### src/crbp_defines.svh
// Constants for the configurable registered buffer with parity
`ifndef CRBP_DEFINES_SVH
`define CRBP_DEFINES_SVH

// ==========================================================================
// Widths
`define CRBP_DATA_W 25

// ==========================================================================
// Per-mode masks of the mode-independent data inputs (bit n-1 is input n)
`define CRBP_MASK_WIDE 25'h1ffffb6
`define CRBP_MASK_REG_A 25'h0003fb6
`define CRBP_MASK_REG_B 25'h0001bbf
`define CRBP_MASK_NONE 25'h0000000

// ==========================================================================
// Reset and idle values
`define CRBP_RST_WORD 25'h0000000
`define CRBP_RST_BIT 1'b0
`define CRBP_PIN_IDLE 1'b1
`define CRBP_RST_CFG 2'h0

`endif

### src/crbp_pkg.sv
// Types shared by the configurable registered buffer with parity
`default_nettype none
`include "crbp_defines.svh"
package crbp_pkg;

   // ========================================================================
   // Operating modes, coded as {config_select_hi, config_select_lo}
   typedef enum logic [1:0] {
      CRBP_MODE_WIDE  = 2'b00,
      CRBP_MODE_RSVD  = 2'b01,
      CRBP_MODE_REG_A = 2'b10,
      CRBP_MODE_REG_B = 2'b11
   } crbp_mode_type;

   // ========================================================================
   // Output pair: copy A and copy B of one registered bit
   typedef struct packed {
      logic a;
      logic b;
   } crbp_pair_type;

   // Configuration strap pair
   typedef struct packed {
      logic hi;
      logic lo;
   } crbp_cfg_type;

   typedef logic [`CRBP_DATA_W-1:0] crbp_word_type;

endpackage
`default_nettype wire

### src/crbp_buffer.sv
// Configurable 25-bit 1:1 or 14-bit 1:2 registered buffer with parity
//
// How it works
// - Both selects low: 25-bit one-to-one buffer
// - Lo low, hi high: 1:2, Register A
// - Both high: 1:2, Register B inputs
// - Valid parity means even ones count
// - Mismatch pulls open-drain error output low
// - Deselected chip selects freeze data outputs
// - Partial parity out and in for cascading
// - Inputs captured on rising clock crossing
// - Hold only when both selects high
// - Error follows data outputs by one cycle
`default_nettype none
`include "crbp_defines.svh"
module crbp_buffer
(
   // Clock and reset
   input wire logic core_clk,
   input wire logic rst,
   // Configuration straps, asynchronous to core_clk
   input wire logic config_select_lo,
   input wire logic config_select_hi,
   // Command and address from the controller
   input wire crbp_pkg::crbp_word_type reg_data_in,
   input wire logic clock_enable_in,
   input wire logic termination_ctrl_in,
   input wire logic chip_select_a_n,
   input wire logic chip_select_b_n,
   // Parity and cascade
   input wire logic parity_bit_input,
   input wire logic partial_parity_input,
   output logic partial_parity_output,
   // Open-drain error pin
   input wire logic parity_error_n_in,
   output logic parity_error_n_o,
   output logic parity_error_n_oe,
   // Outputs to the module loads
   output crbp_pkg::crbp_word_type reg_data_out,
   output crbp_pkg::crbp_word_type reg_data_out_b,
   output crbp_pkg::crbp_pair_type clock_enable_out,
   output crbp_pkg::crbp_pair_type termination_ctrl_out,
   output crbp_pkg::crbp_pair_type chip_select_out,
   // Status
   output crbp_pkg::crbp_mode_type mode_status,
   output logic error_line_low
);
   import crbp_pkg::*;

   // ========================================================================
   // Decode helpers

   // Mode from the synchronised strap pair
   function automatic crbp_mode_type mode_of(input crbp_cfg_type cfg);
      crbp_mode_type m;
      m = crbp_mode_type'({cfg.hi, cfg.lo});
      return m;
   endfunction

   // Mode-independent inputs that take part in each mode
   function automatic crbp_word_type mask_of(input crbp_mode_type m);
      crbp_word_type r;
      case (m)
         CRBP_MODE_WIDE: r = `CRBP_MASK_WIDE;
         CRBP_MODE_REG_A: r = `CRBP_MASK_REG_A;
         CRBP_MODE_REG_B: r = `CRBP_MASK_REG_B;
         default: r = `CRBP_MASK_NONE;
      endcase
      return r;
   endfunction

   // True in either 1:2 mode
   function automatic logic is_dual(input crbp_mode_type m);
      return (m == CRBP_MODE_REG_A) || (m == CRBP_MODE_REG_B);
   endfunction

   // ========================================================================
   // Strap synchroniser
   // Straps are meant to be static, but a two-stage catch keeps a slow or
   // late strap from making a metastable mode decode.
   crbp_cfg_type cfg_meta_ff;
   crbp_cfg_type cfg_sync_ff;
   crbp_cfg_type nxt_cfg_meta;
   crbp_cfg_type nxt_cfg_sync;
   crbp_mode_type mode;

   always_comb
   begin
      nxt_cfg_meta.hi = config_select_hi;
      nxt_cfg_meta.lo = config_select_lo;
      nxt_cfg_sync = cfg_meta_ff;
   end

   always_ff @(posedge core_clk)
   begin
      if (rst)
      begin
         cfg_meta_ff <= `CRBP_RST_CFG;
         cfg_sync_ff <= `CRBP_RST_CFG;
      end
      else
      begin
         cfg_meta_ff <= nxt_cfg_meta;
         cfg_sync_ff <= nxt_cfg_sync;
      end
   end

   assign mode = mode_of(cfg_sync_ff);
   assign mode_status = mode;

   // ========================================================================
   // Input capture and output registers
   // All capture happens on the rising edge of core_clk, which stands for
   // the true-rising, complement-falling crossing of the differential pair.
   crbp_word_type word_ff;
   crbp_word_type nxt_word;
   logic sel_ff;
   logic nxt_sel;
   crbp_word_type out_a_ff;
   crbp_word_type nxt_out_a;
   crbp_word_type out_b_ff;
   crbp_word_type nxt_out_b;
   crbp_pair_type cke_ff;
   crbp_pair_type nxt_cke;
   crbp_pair_type odt_ff;
   crbp_pair_type nxt_odt;
   crbp_pair_type cs_ff;
   crbp_pair_type nxt_cs;
   logic selected;
   logic dual;
   crbp_word_type masked;

   always_comb
   begin
      dual = is_dual(mode);
      masked = reg_data_in & mask_of(mode);
      // Data outputs hold only when both selects are high
      selected = ~(chip_select_a_n & chip_select_b_n);
      nxt_word = masked;
      nxt_sel = selected;
      nxt_out_a = out_a_ff;
      nxt_out_b = out_b_ff;
      if (selected)
      begin
         nxt_out_a = masked;
         // B copy exists only in the 1:2 modes; unused outputs drive low
         nxt_out_b = dual ? masked : `CRBP_RST_WORD;
      end
      // Control copies never freeze: they track the inputs every edge
      nxt_cke.a = clock_enable_in;
      nxt_cke.b = dual & clock_enable_in;
      nxt_odt.a = termination_ctrl_in;
      nxt_odt.b = dual & termination_ctrl_in;
      nxt_cs.a = chip_select_a_n;
      nxt_cs.b = dual & chip_select_a_n;
   end

   always_ff @(posedge core_clk)
   begin
      if (rst)
      begin
         word_ff <= `CRBP_RST_WORD;
         sel_ff <= `CRBP_RST_BIT;
         out_a_ff <= `CRBP_RST_WORD;
         out_b_ff <= `CRBP_RST_WORD;
         cke_ff <= {`CRBP_RST_BIT, `CRBP_RST_BIT};
         odt_ff <= {`CRBP_RST_BIT, `CRBP_RST_BIT};
         cs_ff <= {`CRBP_RST_BIT, `CRBP_RST_BIT};
      end
      else
      begin
         word_ff <= nxt_word;
         sel_ff <= nxt_sel;
         out_a_ff <= nxt_out_a;
         out_b_ff <= nxt_out_b;
         cke_ff <= nxt_cke;
         odt_ff <= nxt_odt;
         cs_ff <= nxt_cs;
      end
   end

   assign reg_data_out = out_a_ff;
   assign reg_data_out_b = out_b_ff;
   assign clock_enable_out = cke_ff;
   assign termination_ctrl_out = odt_ff;
   assign chip_select_out = cs_ff;

   // ========================================================================
   // Parity check
   // Words taken while deselected are not checked, since the controller may
   // leave the bus undriven then and a false alarm would be raised.
   logic parity_err;

   crbp_parity u_parity
   (
      .core_clk(core_clk),
      .rst(rst),
      .word(word_ff),
      .word_selected(sel_ff),
      .parity_bit(parity_bit_input),
      .partial_in(partial_parity_input),
      .error(parity_err),
      .partial_out(partial_parity_output)
   );

   // Open-drain: only ever pull low, release otherwise
   assign parity_error_n_o = `CRBP_RST_BIT;
   assign parity_error_n_oe = parity_err;

   // ========================================================================
   // Error line monitor
   // The shared wire may be pulled by a cascaded partner too, so its level
   // is a pin from outside and is synchronised before use.
   logic line_meta_ff;
   logic nxt_line_meta;
   logic line_low_ff;
   logic nxt_line_low;

   always_comb
   begin
      nxt_line_meta = parity_error_n_in;
      nxt_line_low = ~line_meta_ff;
   end

   always_ff @(posedge core_clk)
   begin
      if (rst)
      begin
         line_meta_ff <= `CRBP_PIN_IDLE;
         line_low_ff <= `CRBP_RST_BIT;
      end
      else
      begin
         line_meta_ff <= nxt_line_meta;
         line_low_ff <= nxt_line_low;
      end
   end

   assign error_line_low = line_low_ff;

endmodule
`default_nettype wire

### src/crbp_parity.sv
// Even parity checker and partial parity generator of the buffer
`default_nettype none
`include "crbp_defines.svh"
module crbp_parity
(
   // Clock and reset
   input wire logic core_clk,
   input wire logic rst,
   // Registered word and its parity, one cycle apart
   input wire crbp_pkg::crbp_word_type word,
   input wire logic word_selected,
   input wire logic parity_bit,
   input wire logic partial_in,
   // Results
   output logic error,
   output logic partial_out
);
   import crbp_pkg::*;

   logic error_ff;
   logic nxt_error;
   logic ppo_ff;
   logic nxt_ppo;
   logic word_odd;

   // ========================================================================
   // Parity arithmetic
   // The parity bit lands one cycle after its word, so the word is already
   // registered when the bit is sampled here.
   always_comb
   begin
      word_odd = ^word;
      nxt_ppo = word_odd ^ parity_bit;
      // Ones across word, parity bit and the cascade input must be even
      nxt_error = word_selected & (nxt_ppo ^ partial_in);
   end

   // Result registers, one cycle behind the data outputs
   always_ff @(posedge core_clk)
   begin
      if (rst)
      begin
         error_ff <= `CRBP_RST_BIT;
         ppo_ff <= `CRBP_RST_BIT;
      end
      else
      begin
         error_ff <= nxt_error;
         ppo_ff <= nxt_ppo;
      end
   end

   assign error = error_ff;
   assign partial_out = ppo_ff;

endmodule
`default_nettype wire

### config.mk
export PLATFORM = sky130hd
export DESIGN_NAME = crbp_buffer
export DESIGN_NICKNAME = d
export VERILOG_FILES = /design/src/crbp_pkg.sv /design/src/crbp_buffer.sv /design/src/crbp_parity.sv
export VERILOG_INCLUDE_DIRS = /design/src
export SDC_FILE = /design/constraint.sdc
export NUM_CORES = 1
export LEC_CHECK = 0
export ABC_AREA = 1
export BUFFER_PORTS_ARGS = -buffer_cell sky130_fd_sc_hd__buf_2
export CORE_ASPECT_RATIO = 0.5
export CORE_MARGIN = 1
export CORE_UTILIZATION = 50
export DETAILED_ROUTE_END_ITERATION = 8
export PLACE_DENSITY = 0.78
export SETUP_SLACK_MARGIN = 0.4
export SLEW_MARGIN = 20
export SYNTH_ARGS = -nofsm -noshare
export SYNTH_HDL_FRONTEND = slang
export SYNTH_SLANG_ARGS = --single-unit
### constraint.sdc
create_clock -name core_clk -period 3.26 [get_ports core_clk]
set_input_delay 0.326 -clock core_clk [delete_from_list [all_inputs] [get_ports core_clk]]
set_output_delay 0.326 -clock core_clk [all_outputs]
set_load 0.02 [all_outputs]
=== Word level (Yosys, flattened, before mapping) ===
Cells that the tools add are included.

* Word-level logic and storage cells: 35
* Register bits after elaboration: 90
* Output and inout port bits: 62
* Bits of input ports: 36

* Bitwise gates (word level): 10
* Reductions and logical operators: 3
* Equal/unequal tests: 2
* Mux-type cells: 2

{| class="wikitable"
|+ Operator list
! cell !! count
|-
| $pmux W25 S3 || 1
|-
| $and A25 B25 Y25 || 1
|-
| $mux W25 || 1
|-
| $reduce_xor A25 Y1 || 1
|-
| $and A1 B1 Y1 || 5
|-
| $eq A2 B2 Y1 const B || 2
|-
| $logic_not A2 Y1 || 1
|-
| $not A1 Y1 || 2
|-
| $xor A1 B1 Y1 || 2
|-
| $logic_or A1 B1 Y1 || 1
|}

=== Logic depth before layout (Yosys ltp) ===
Gate-level depths: netlist (run 1).

* Depth in word-level cells: 4
* Gate-level depth with buffers: 15

=== Hierarchy ===
From an unflattened synthesis (run 1), not the netlist that was laid out.

* Cells, all modules: 437
* Area total of the unflattened synthesis: 3382.0 sq um

{| class="wikitable"
|+ By module, submodules not included
! module !! cells an instance !! seq. area each (sq um) !! area each (sq um) !! instances
|-
| crbp_buffer || 307 || 1701.6 || 2762.6 || 1
|-
| crbp_parity || 130 || 40.0 || 619.3 || 1
|}

=== Worst setup path after synthesis (run 1) ===
OpenSTA, ideal clock, no wires.

* Kind: flip-flop to flip-flop
* From: register cfg_sync_ff (netlist bit mode_status[1])
* To: register out_b_ff[11] (netlist: reg_data_out_b[11])
* Data required time: 3.190 ns
* Slack: 1.974 ns
* Cell stages (with the launch flop): 6
* Period minus slack after synthesis: 1.286 ns
* Arrival time: 1.215 ns
* Library setup time: 0.070 ns
* Cells stage by stage: dfxtp_1 inv_1 nand2_1 buf_2 nand4_1 a21oi_1

* Word-level cells in the longest chain between the ends: 4

{| class="wikitable"
|+ RTL lines
! element !! RTL line !! RTL
|-
| start, declared || crbp_buffer.sv:82 || <nowiki>crbp_cfg_type cfg_sync_ff;</nowiki>
|-
| start signal, assigned || crbp_buffer.sv:99 || <nowiki>cfg_sync_ff <= `CRBP_RST_CFG;</nowiki>
|-
| start signal, assigned || crbp_buffer.sv:104 || <nowiki>cfg_sync_ff <= nxt_cfg_sync;</nowiki>
|-
| $eq A2 B2 Y1 or $logic_not A2 Y1 (tied branches) || crbp_buffer.sv:63, crbp_buffer.sv:74 ||
|-
| $pmux W25 S3 || crbp_buffer.sv:63 || <nowiki>case (m)</nowiki>
|-
| $and A25 B25 Y25 || crbp_buffer.sv:136 || <nowiki>masked = reg_data_in & mask_of(mode);</nowiki>
|-
| $mux W25 (no source line) * || n/a ||
|-
| end signal, assigned || crbp_buffer.sv:165 || <nowiki>out_b_ff <= `CRBP_RST_WORD;</nowiki>
|-
| end signal, assigned || crbp_buffer.sv:175 || <nowiki>out_b_ff <= nxt_out_b;</nowiki>
|-
| end, declared || crbp_buffer.sv:121 || <nowiki>crbp_word_type out_b_ff;</nowiki>
|}

Every way passes the cells marked *; elsewhere a longest branch is shown, timed or not.
A chain may end at the register's enable or synchronous reset.

=== Worst setup path after layout (run 1) ===
* From: register cfg_sync_ff (netlist bit mode_status[1])
* To: register out_b_ff[12] (netlist: reg_data_out_b[12])

The elaborated chain is that of the path after synthesis.

==> summary.txt, run 1 <==
Worst setup path
  • Critical Path Source Type: flip-flop
  • Buf/Inv on CP: 1
  • Crit-path max FO: 27
  • R2R cell count: 4
  • Max stage delay on crit path: 0.76 ns
  • Register-to-register setup slack: around 1.2 ns
  • Crit. End Element: flip-flop
  • Slowest CP cell: dfxtp_1
  • Cells along the critical path: inv_1 -> nand2_1 -> nand4_1 -> a21oi_1
  • Worst path required time: 3.52 ns
  • CP Class: reg -> reg
  • Reg-to-reg startpoint: mode_status[1]
  • End of the worst register-to-register path: reg_data_out_b[12]
  • CP top delay family: simple AND/OR/NAND/NOR gates
  • Critical Path AT: 2.34 ns

Floorplan
  • Die H: ~59 um
  • Die Width: 116 um
  • Initial core utilization: 52.5%
  • Full die area: 0.00679 mm^2
  • Row cnt: 20
  • I/O pin cnt: 98
  • Core ar.: 0.00613 mm^2

Cells and area
  • Post-Layout Cell Count: 608
  • Layout cells sized above 1: around a quarter
  • ANT cells: 0
  • Layout area overhead: 24.9%
  • # nets final: 551
  • Post-layout util: 65.6%
  • FF+latch area: 0.00174 mm^2
  • Final Cell Area: 0.00402 mm^2
  • Multi-input combinational cell area: 0.00123 mm^2
  • Filler cell count: 550

STA
  • Fmax: ~480 MHz
  • Fin. max-slew vios: 0
  • WHS: 0.173 ns
  • Crit path time final: between 2 and 2.5 ns
  • Worst Skew: 0.00853 ns
  • Worst Tran Pin Value: 0.855 ns
  • Setup_tns: 0 ns
  • RSZ-0062 raised after global routing: false
  • Setup ws final: between 1 and 1.5 ns
  • Tcrit/Tclk final: ~64%
  • Endpoints failing setup: 0
  • Worst relative slew slack: 42.9%
  • Hold Fails Final Rpt: 0

Place
  • IO buf count: 93
  • Pre-CTS setup slack: 1.23 ns
  • Area after DPL: 0.00371 mm^2
  • Post-Place Cells: a little under 600
  • Placer Congestion: 0.730
  • Final HPWL DP: between 4000 and 5000 um

Global route
  • GRT Util Overall: between 20 and 25%
  • First-pass GRT wire length: 11200 um
  • Initial antenna violation count: 0
  • Vias in the first global route: 2457
  • Final global-route overflow total: 0
  • Largest net degree at the start of global routing: 63

Yosys
  • Syn Area/Cell: 7.46 um^2
  • Post-synthesis sequential area ratio: 54.1%
  • Synthesized cell area: between 0.003 and 0.004 mm^2
  • Cells after Synth: 432
  • Yosys warns: 0
  • Synthesis-stage register bit count: 87
  • Synth unique cells: 19

Drt
  • DR vias/cell: 4.72
  • 1st-iter DRT viols: 136
  • WL met3: 418 um
  • Wl on met1: approximately 3200 um
  • ANT nets after route: 0
  • Met2 routed wirelength: roughly 3200 um
  • Via Count: 2869
  • Pre-antenna DRT Iters: 4
  • WL final: 6930 um
  • Routed length per placed instance: 11.4 um
  • Highest Signal Layer: met4
  • # DRC: 0

Power
  • Max IR drop VDD: 0.000320 V
  • Overall power: about 2.5 mW
  • P_leak: between 2 and 2.5 nW
  • P per Cell Area: about 610 mW/mm^2

CTS
  • Max H-tree Level: 3
  • Clk sink count: 87
  • Post-cts resize count: 0
  • Worst-case clock buffer depth: 2
  • Total CTS buffers: 9
  • Hold Buf Count CTS: 0
  • Worst skew pair latency: 0.34 ns
  • Setup Buffers After CTS: 0
  • Clock transition at the registers of the reported paths: approximately 0.06 ns
  • Root Driver: clkbuf_16
  • TritonCTS clock tree: yes

Hold path
  • Hold Path Depth: 2
  • HP Start: parity_error_n_in
  • Worst hold path type: in -> reg
  • Hold EP: line_meta_ff

Job
  • Max cap viols: 0

Outcome
  • Status: complete, no violations
==> how the worst max path moves through the flow <==
stage / startpoint / end / slack (ns) / cells after the start
after floorplan: mode_status[1] / reg_data_out_b[11] / 1.97 / 5
after global placement: mode_status[1] / reg_data_out_b[1] / 1.27 / 4
after detailed placement: mode_status[1] / reg_data_out_b[12] / 1.23 / 4
after CTS: mode_status[1] / reg_data_out_b[12] / 1.21 / 4
after global routing: mode_status[1] / reg_data_out[12] / 1.00 / 4
final: mode_status[1] / reg_data_out_b[12] / 1.18 / 4
==> layout by cell type (no fill, tap or decap), drive strengths merged <==
cell    instances
bufinv          1
nand3          19
a21oi          38
clkbuf         10
conb            3
dfxtp          87
o21ai          11
nor2           60
inv            44
xor2            3
or2             1
xnor2           2
buf            95
nand4          11
nand2         132
nor3            2
clkinv          1
==> routing by layer <==
metal	vias up	track usage, %
met4	0	7.42
met5	-	0
met3	12	7.83
met2	65	35.8
li1	1500	-
met1	1292	27.1
==> where the power goes <==
part           total (mW)  switching (mW)  internal [mW]
Sequential           1.14          0.0257           1.11
Clock                1.05           0.428          0.626
Combinational       0.277           0.183         0.0941
Total                2.47           0.637           1.83
==> cell families after synthesis <==
| kind of cell | synth area share [%] |
|---|---|
| compound gates | 7.61 |
| other cells | 0.116 |
| xor+xnor | 1.36 |
| buf+inv | 8.16 |
| flops | 54.1 |
| simple gates | 28.7 |
==> flip-flops by register name, summed over array words and instances, names as in the netlist <==
| name | cells |
|---|---|
| reg_data_out | 24 |
| reg_data_out_b | 24 |
| word_ff | 24 |
| cfg_meta_ff | 2 |
| chip_select_out | 2 |
| clock_enable_out | 2 |
| mode_status | 2 |
| termination_ctrl_out | 2 |
| error_line_low | 1 |
| line_meta_ff | 1 |
| sel_ff | 1 |
| u_parity.error | 1 |
| u_parity.partial_out | 1 |
==> cell type report <==
class,count,share of cell area (%)
flip-flops and latches,87,43.3
multi-input cells,282,30.5
repair buffers,95,11.9
clock buffers,10,5.94
inverters,40,3.73
well taps,88,2.74
clock inverters,6,1.84
==> synth_stat cells <==
| cell type | count | area (um^2) |
|---|---|---|
| a21oi_1 | 38 | 190 |
| buf_2 | 6 | 30.0 |
| buf_4 | 3 | 22.5 |
| clkbuf_1 | 16 | 60.1 |
| conb_1 | 1 | 3.75 |
| dfxtp_1 | 87 | 1740 |
| inv_1 | 39 | 146 |
| inv_2 | 1 | 3.75 |
| nand2_1 | 128 | 480 |
| nand2_2 | 4 | 25.0 |
| nand3_1 | 19 | 95.1 |
| nand4_1 | 11 | 68.8 |
| nor2_1 | 55 | 206 |
| nor2_2 | 5 | 31.3 |
| nor3_1 | 2 | 10.0 |
| o21ai_0 | 11 | 55.1 |
| or2_2 | 1 | 6.26 |
| xnor2_1 | 2 | 17.5 |
| xor2_1 | 3 | 26.3 |
Power figures use the tool's default switching activity.
==> inputs of run 2 (changes only) <==
Settings changed: CORE_UTILIZATION 50 to 46, PLACE_DENSITY 0.78 to 0.76.
Clock period 3.26 ns to 1.7 ns, I/O delays scaled along.
==> run 2 against run 1 <==
Net effect: fmax increased by 50%; cell area is 2.3% higher; largest cell class unchanged; total power rose by 89%; critical path depth increased by 11; register-to-register slack lost 0.87 ns; utilization down 4.4 points; sequential share of layout area decreased by 0.62 points; combinational power up 100%; hold slack got worse by 0.15 ns; clock power rose by 83%; critical path type unchanged.
==> summary.txt, run 2 (same netlist as run 1, synthesis figures left out) <==
Outcome
  • Status: complete, no violations

Worst setup path
  • Reg-to-reg startpoint: word_ff[4]
  • Max stage delay on crit path: 0.33 ns
  • Slowest CP cell: dfxtp_1
  • CP most frequent cell: nand2_1
  • Critical Path Source Type: flip-flop
  • Crit. End Element: flip-flop
  • Critical Path AT: 1.62 ns
  • End of the worst register-to-register path: u_parity.error
  • R2R cell count: 15
  • Cells along the critical path: inv_1 -> nand2_1 -> nand2_1 -> nand2_1 -> inv_1 -> nor2_1 -> nand2_1 -> nand2_1 -> nand2_2 -> nand2_2 -> nand2_2 -> nand2_1 -> nand2_1 -> nand2_2 -> nor2_2
  • Register-to-register setup slack: between 0.3 and 0.4 ns
  • Buf/Inv on CP: 2
  • CP Class: reg -> reg
  • CP top delay family: simple AND/OR/NAND/NOR gates
  • Worst path required time: 1.93 ns
  • Crit-path max FO: 3

Place
  • Final HPWL DP: 4600 um
  • IO buf count: between 90 and 100
  • Placer Congestion: between 0.7 and 0.8
  • Post-Place Cells: 603
  • Pre-CTS setup slack: 0.260 ns
  • Area after DPL: ~0.0038 mm^2

CTS
  • Max H-tree Level: 3
  • Total CTS buffers: 9
  • Clock transition at the registers of the reported paths: 0.06 ns
  • Clk sink count: 87
  • Worst skew pair latency: 0.33 ns
  • Worst-case clock buffer depth: 2
  • Hold Buf Count CTS: 0
  • Root Driver: clkbuf_16
  • TritonCTS clock tree: yes

Cells and area
  • Layout area overhead: 27.8%
  • Commonest non-fill, non-tap cell in the layout: nand2_1
  • Layout cells sized above 1: 28.1%
  • Filler cell count: 641
  • # nets final: 558
  • Most frequent cells in the layout: nand2_1 (119), buf_2 (93), dfxtp_1 (79)
  • Final Cell Area: 0.00412 mm^2
  • Post-Layout Cell Count: 619
  • ANT cells: 0

STA
  • Setup_tns: 0 ns
  • Hold Fails Final Rpt: 0
  • Endpoints failing setup: 0
  • WHS: 0.0201 ns
  • Worst Skew: between 0.004 and 0.005 ns
  • Fin. max-slew vios: 0
  • Fmax: 719 MHz
  • Setup ws final: between 0.3 and 0.4 ns
  • Tcrit/Tclk final: 81.8%
  • Crit path time final: ~1.4 ns
  • RSZ-0062 raised after global routing: true

Hold path
  • HP Start: parity_error_n_in
  • Hold Path Depth: 2
  • Hold EP: line_meta_ff
  • Worst hold path type: in -> reg

Drt
  • Pre-antenna DRT Iters: 4
  • DR vias/cell: 4.58
  • WL final: between 6000 and 7000 um
  • # DRC: 0
  • Via Count: 2836
  • ANT nets after route: 0
  • 1st-iter DRT viols: between 90 and 100
  • Routed length per placed instance: 11.0 um

Power
  • Net Switching: roughly 1.2 mW
  • Int Power: 3.51 mW
  • P_leak: approximately 2.1 nW
  • P per Cell Area: 1130 mW/mm^2
  • Clock power frac: 41.2%
  • Max IR drop VDD: 0.000767 V
  • Logic pwr share: approximately an eighth
  • Reg power frac: 46.7%
  • Sw Share: between 20% and 30%

Floorplan
  • Row cnt: 21
  • Die H: just over 60 um
  • Core ar.: between 0.006 and 0.007 mm^2
  • I/O pin cnt: 98
  • Die Width: 120 um
  • Initial core utilization: 47.9%
  • Full die area: 0.00736 mm^2

Global route
  • Vias in the first global route: roughly 2300
  • Final global-route overflow total: 0
  • GRT Util Overall: 19.6%
  • First-pass GRT wire length: 10900 um
  • Largest net degree at the start of global routing: 34
  • Initial antenna violation count: 1

Job
  • Max cap viols: 0
## run 2: changes by cell type in the layout (fill, tap and decap cells not counted), moves of 4 or more
cell and change:
dfxtp_1 -8, inv_6 -4, nand2_1 -8, nand2_2 +8, dfxtp_2 +6, buf_4 +6
## run 2: worst max path at each step
stage	start	endpoint	slack, ns	depth (start not counted)
4_1_cts	word_ff[8]	u_parity.error	0.35	14
3_5_place_dp	mode_status[1]	reg_data_out[17]	0.26	3
5_1_grt	word_ff[1]	u_parity.error	0.16	15
6_report	word_ff[4]	u_parity.error	0.31	15
2_1_floorplan	mode_status[1]	reg_data_out_b[11]	0.41	5
3_3_place_gp	mode_status[1]	reg_data_out_b[5]	0.28	5
## run 2: repair_timing
item / in CTS / in global routing
buffers inserted: 0 / 0
pin swaps: 0 / 11
hold endpoints to repair: 0 / 0
cloned: 0 / 0
setup endpoints to repair: 43 / 9
resized for setup: 5 / 20
## run 2: metrics by stage
stage          power, mW  util (%)
2_1_floorplan       2.60         -
3_3_place_gp        2.75      56.0
3_5_place_dp        2.77      56.0
4_1_cts             4.69      60.5
5_1_grt             4.90      61.2
6_report            4.67      61.2
## run 2: power groups by stage
stage / logic (mW) / clock network [mW] / registers, mW
after floorplan: 0.308 / 0 / 2.29
after global placement: 0.533 / 0 / 2.22
after detailed placement: 0.544 / 0 / 2.22
after CTS: 0.550 / 1.96 / 2.18
after global routing: 0.640 / 2.07 / 2.19
final: 0.564 / 1.92 / 2.18
## run 2: layout make-up
cell class,count,area [um^2],area share (%)
well taps,92,115,2.80
repair buffers,102,537,13.0
flip-flops and latches,87,1760,42.7
inverters,40,150,3.65
clock buffers,13,250,6.08
clock inverters,3,42.5,1.03
multi-input cells,282,1260,30.7
## run 2: layer usage
layer  GRT usage, %  wire length, um  vias to the layer above
li1               -                -                     1517
met5              0                0                        -
met1           24.7             3300                     1257
met4           7.94               86                        0
met2           31.5             3080                       54
met3           6.76              322                        8
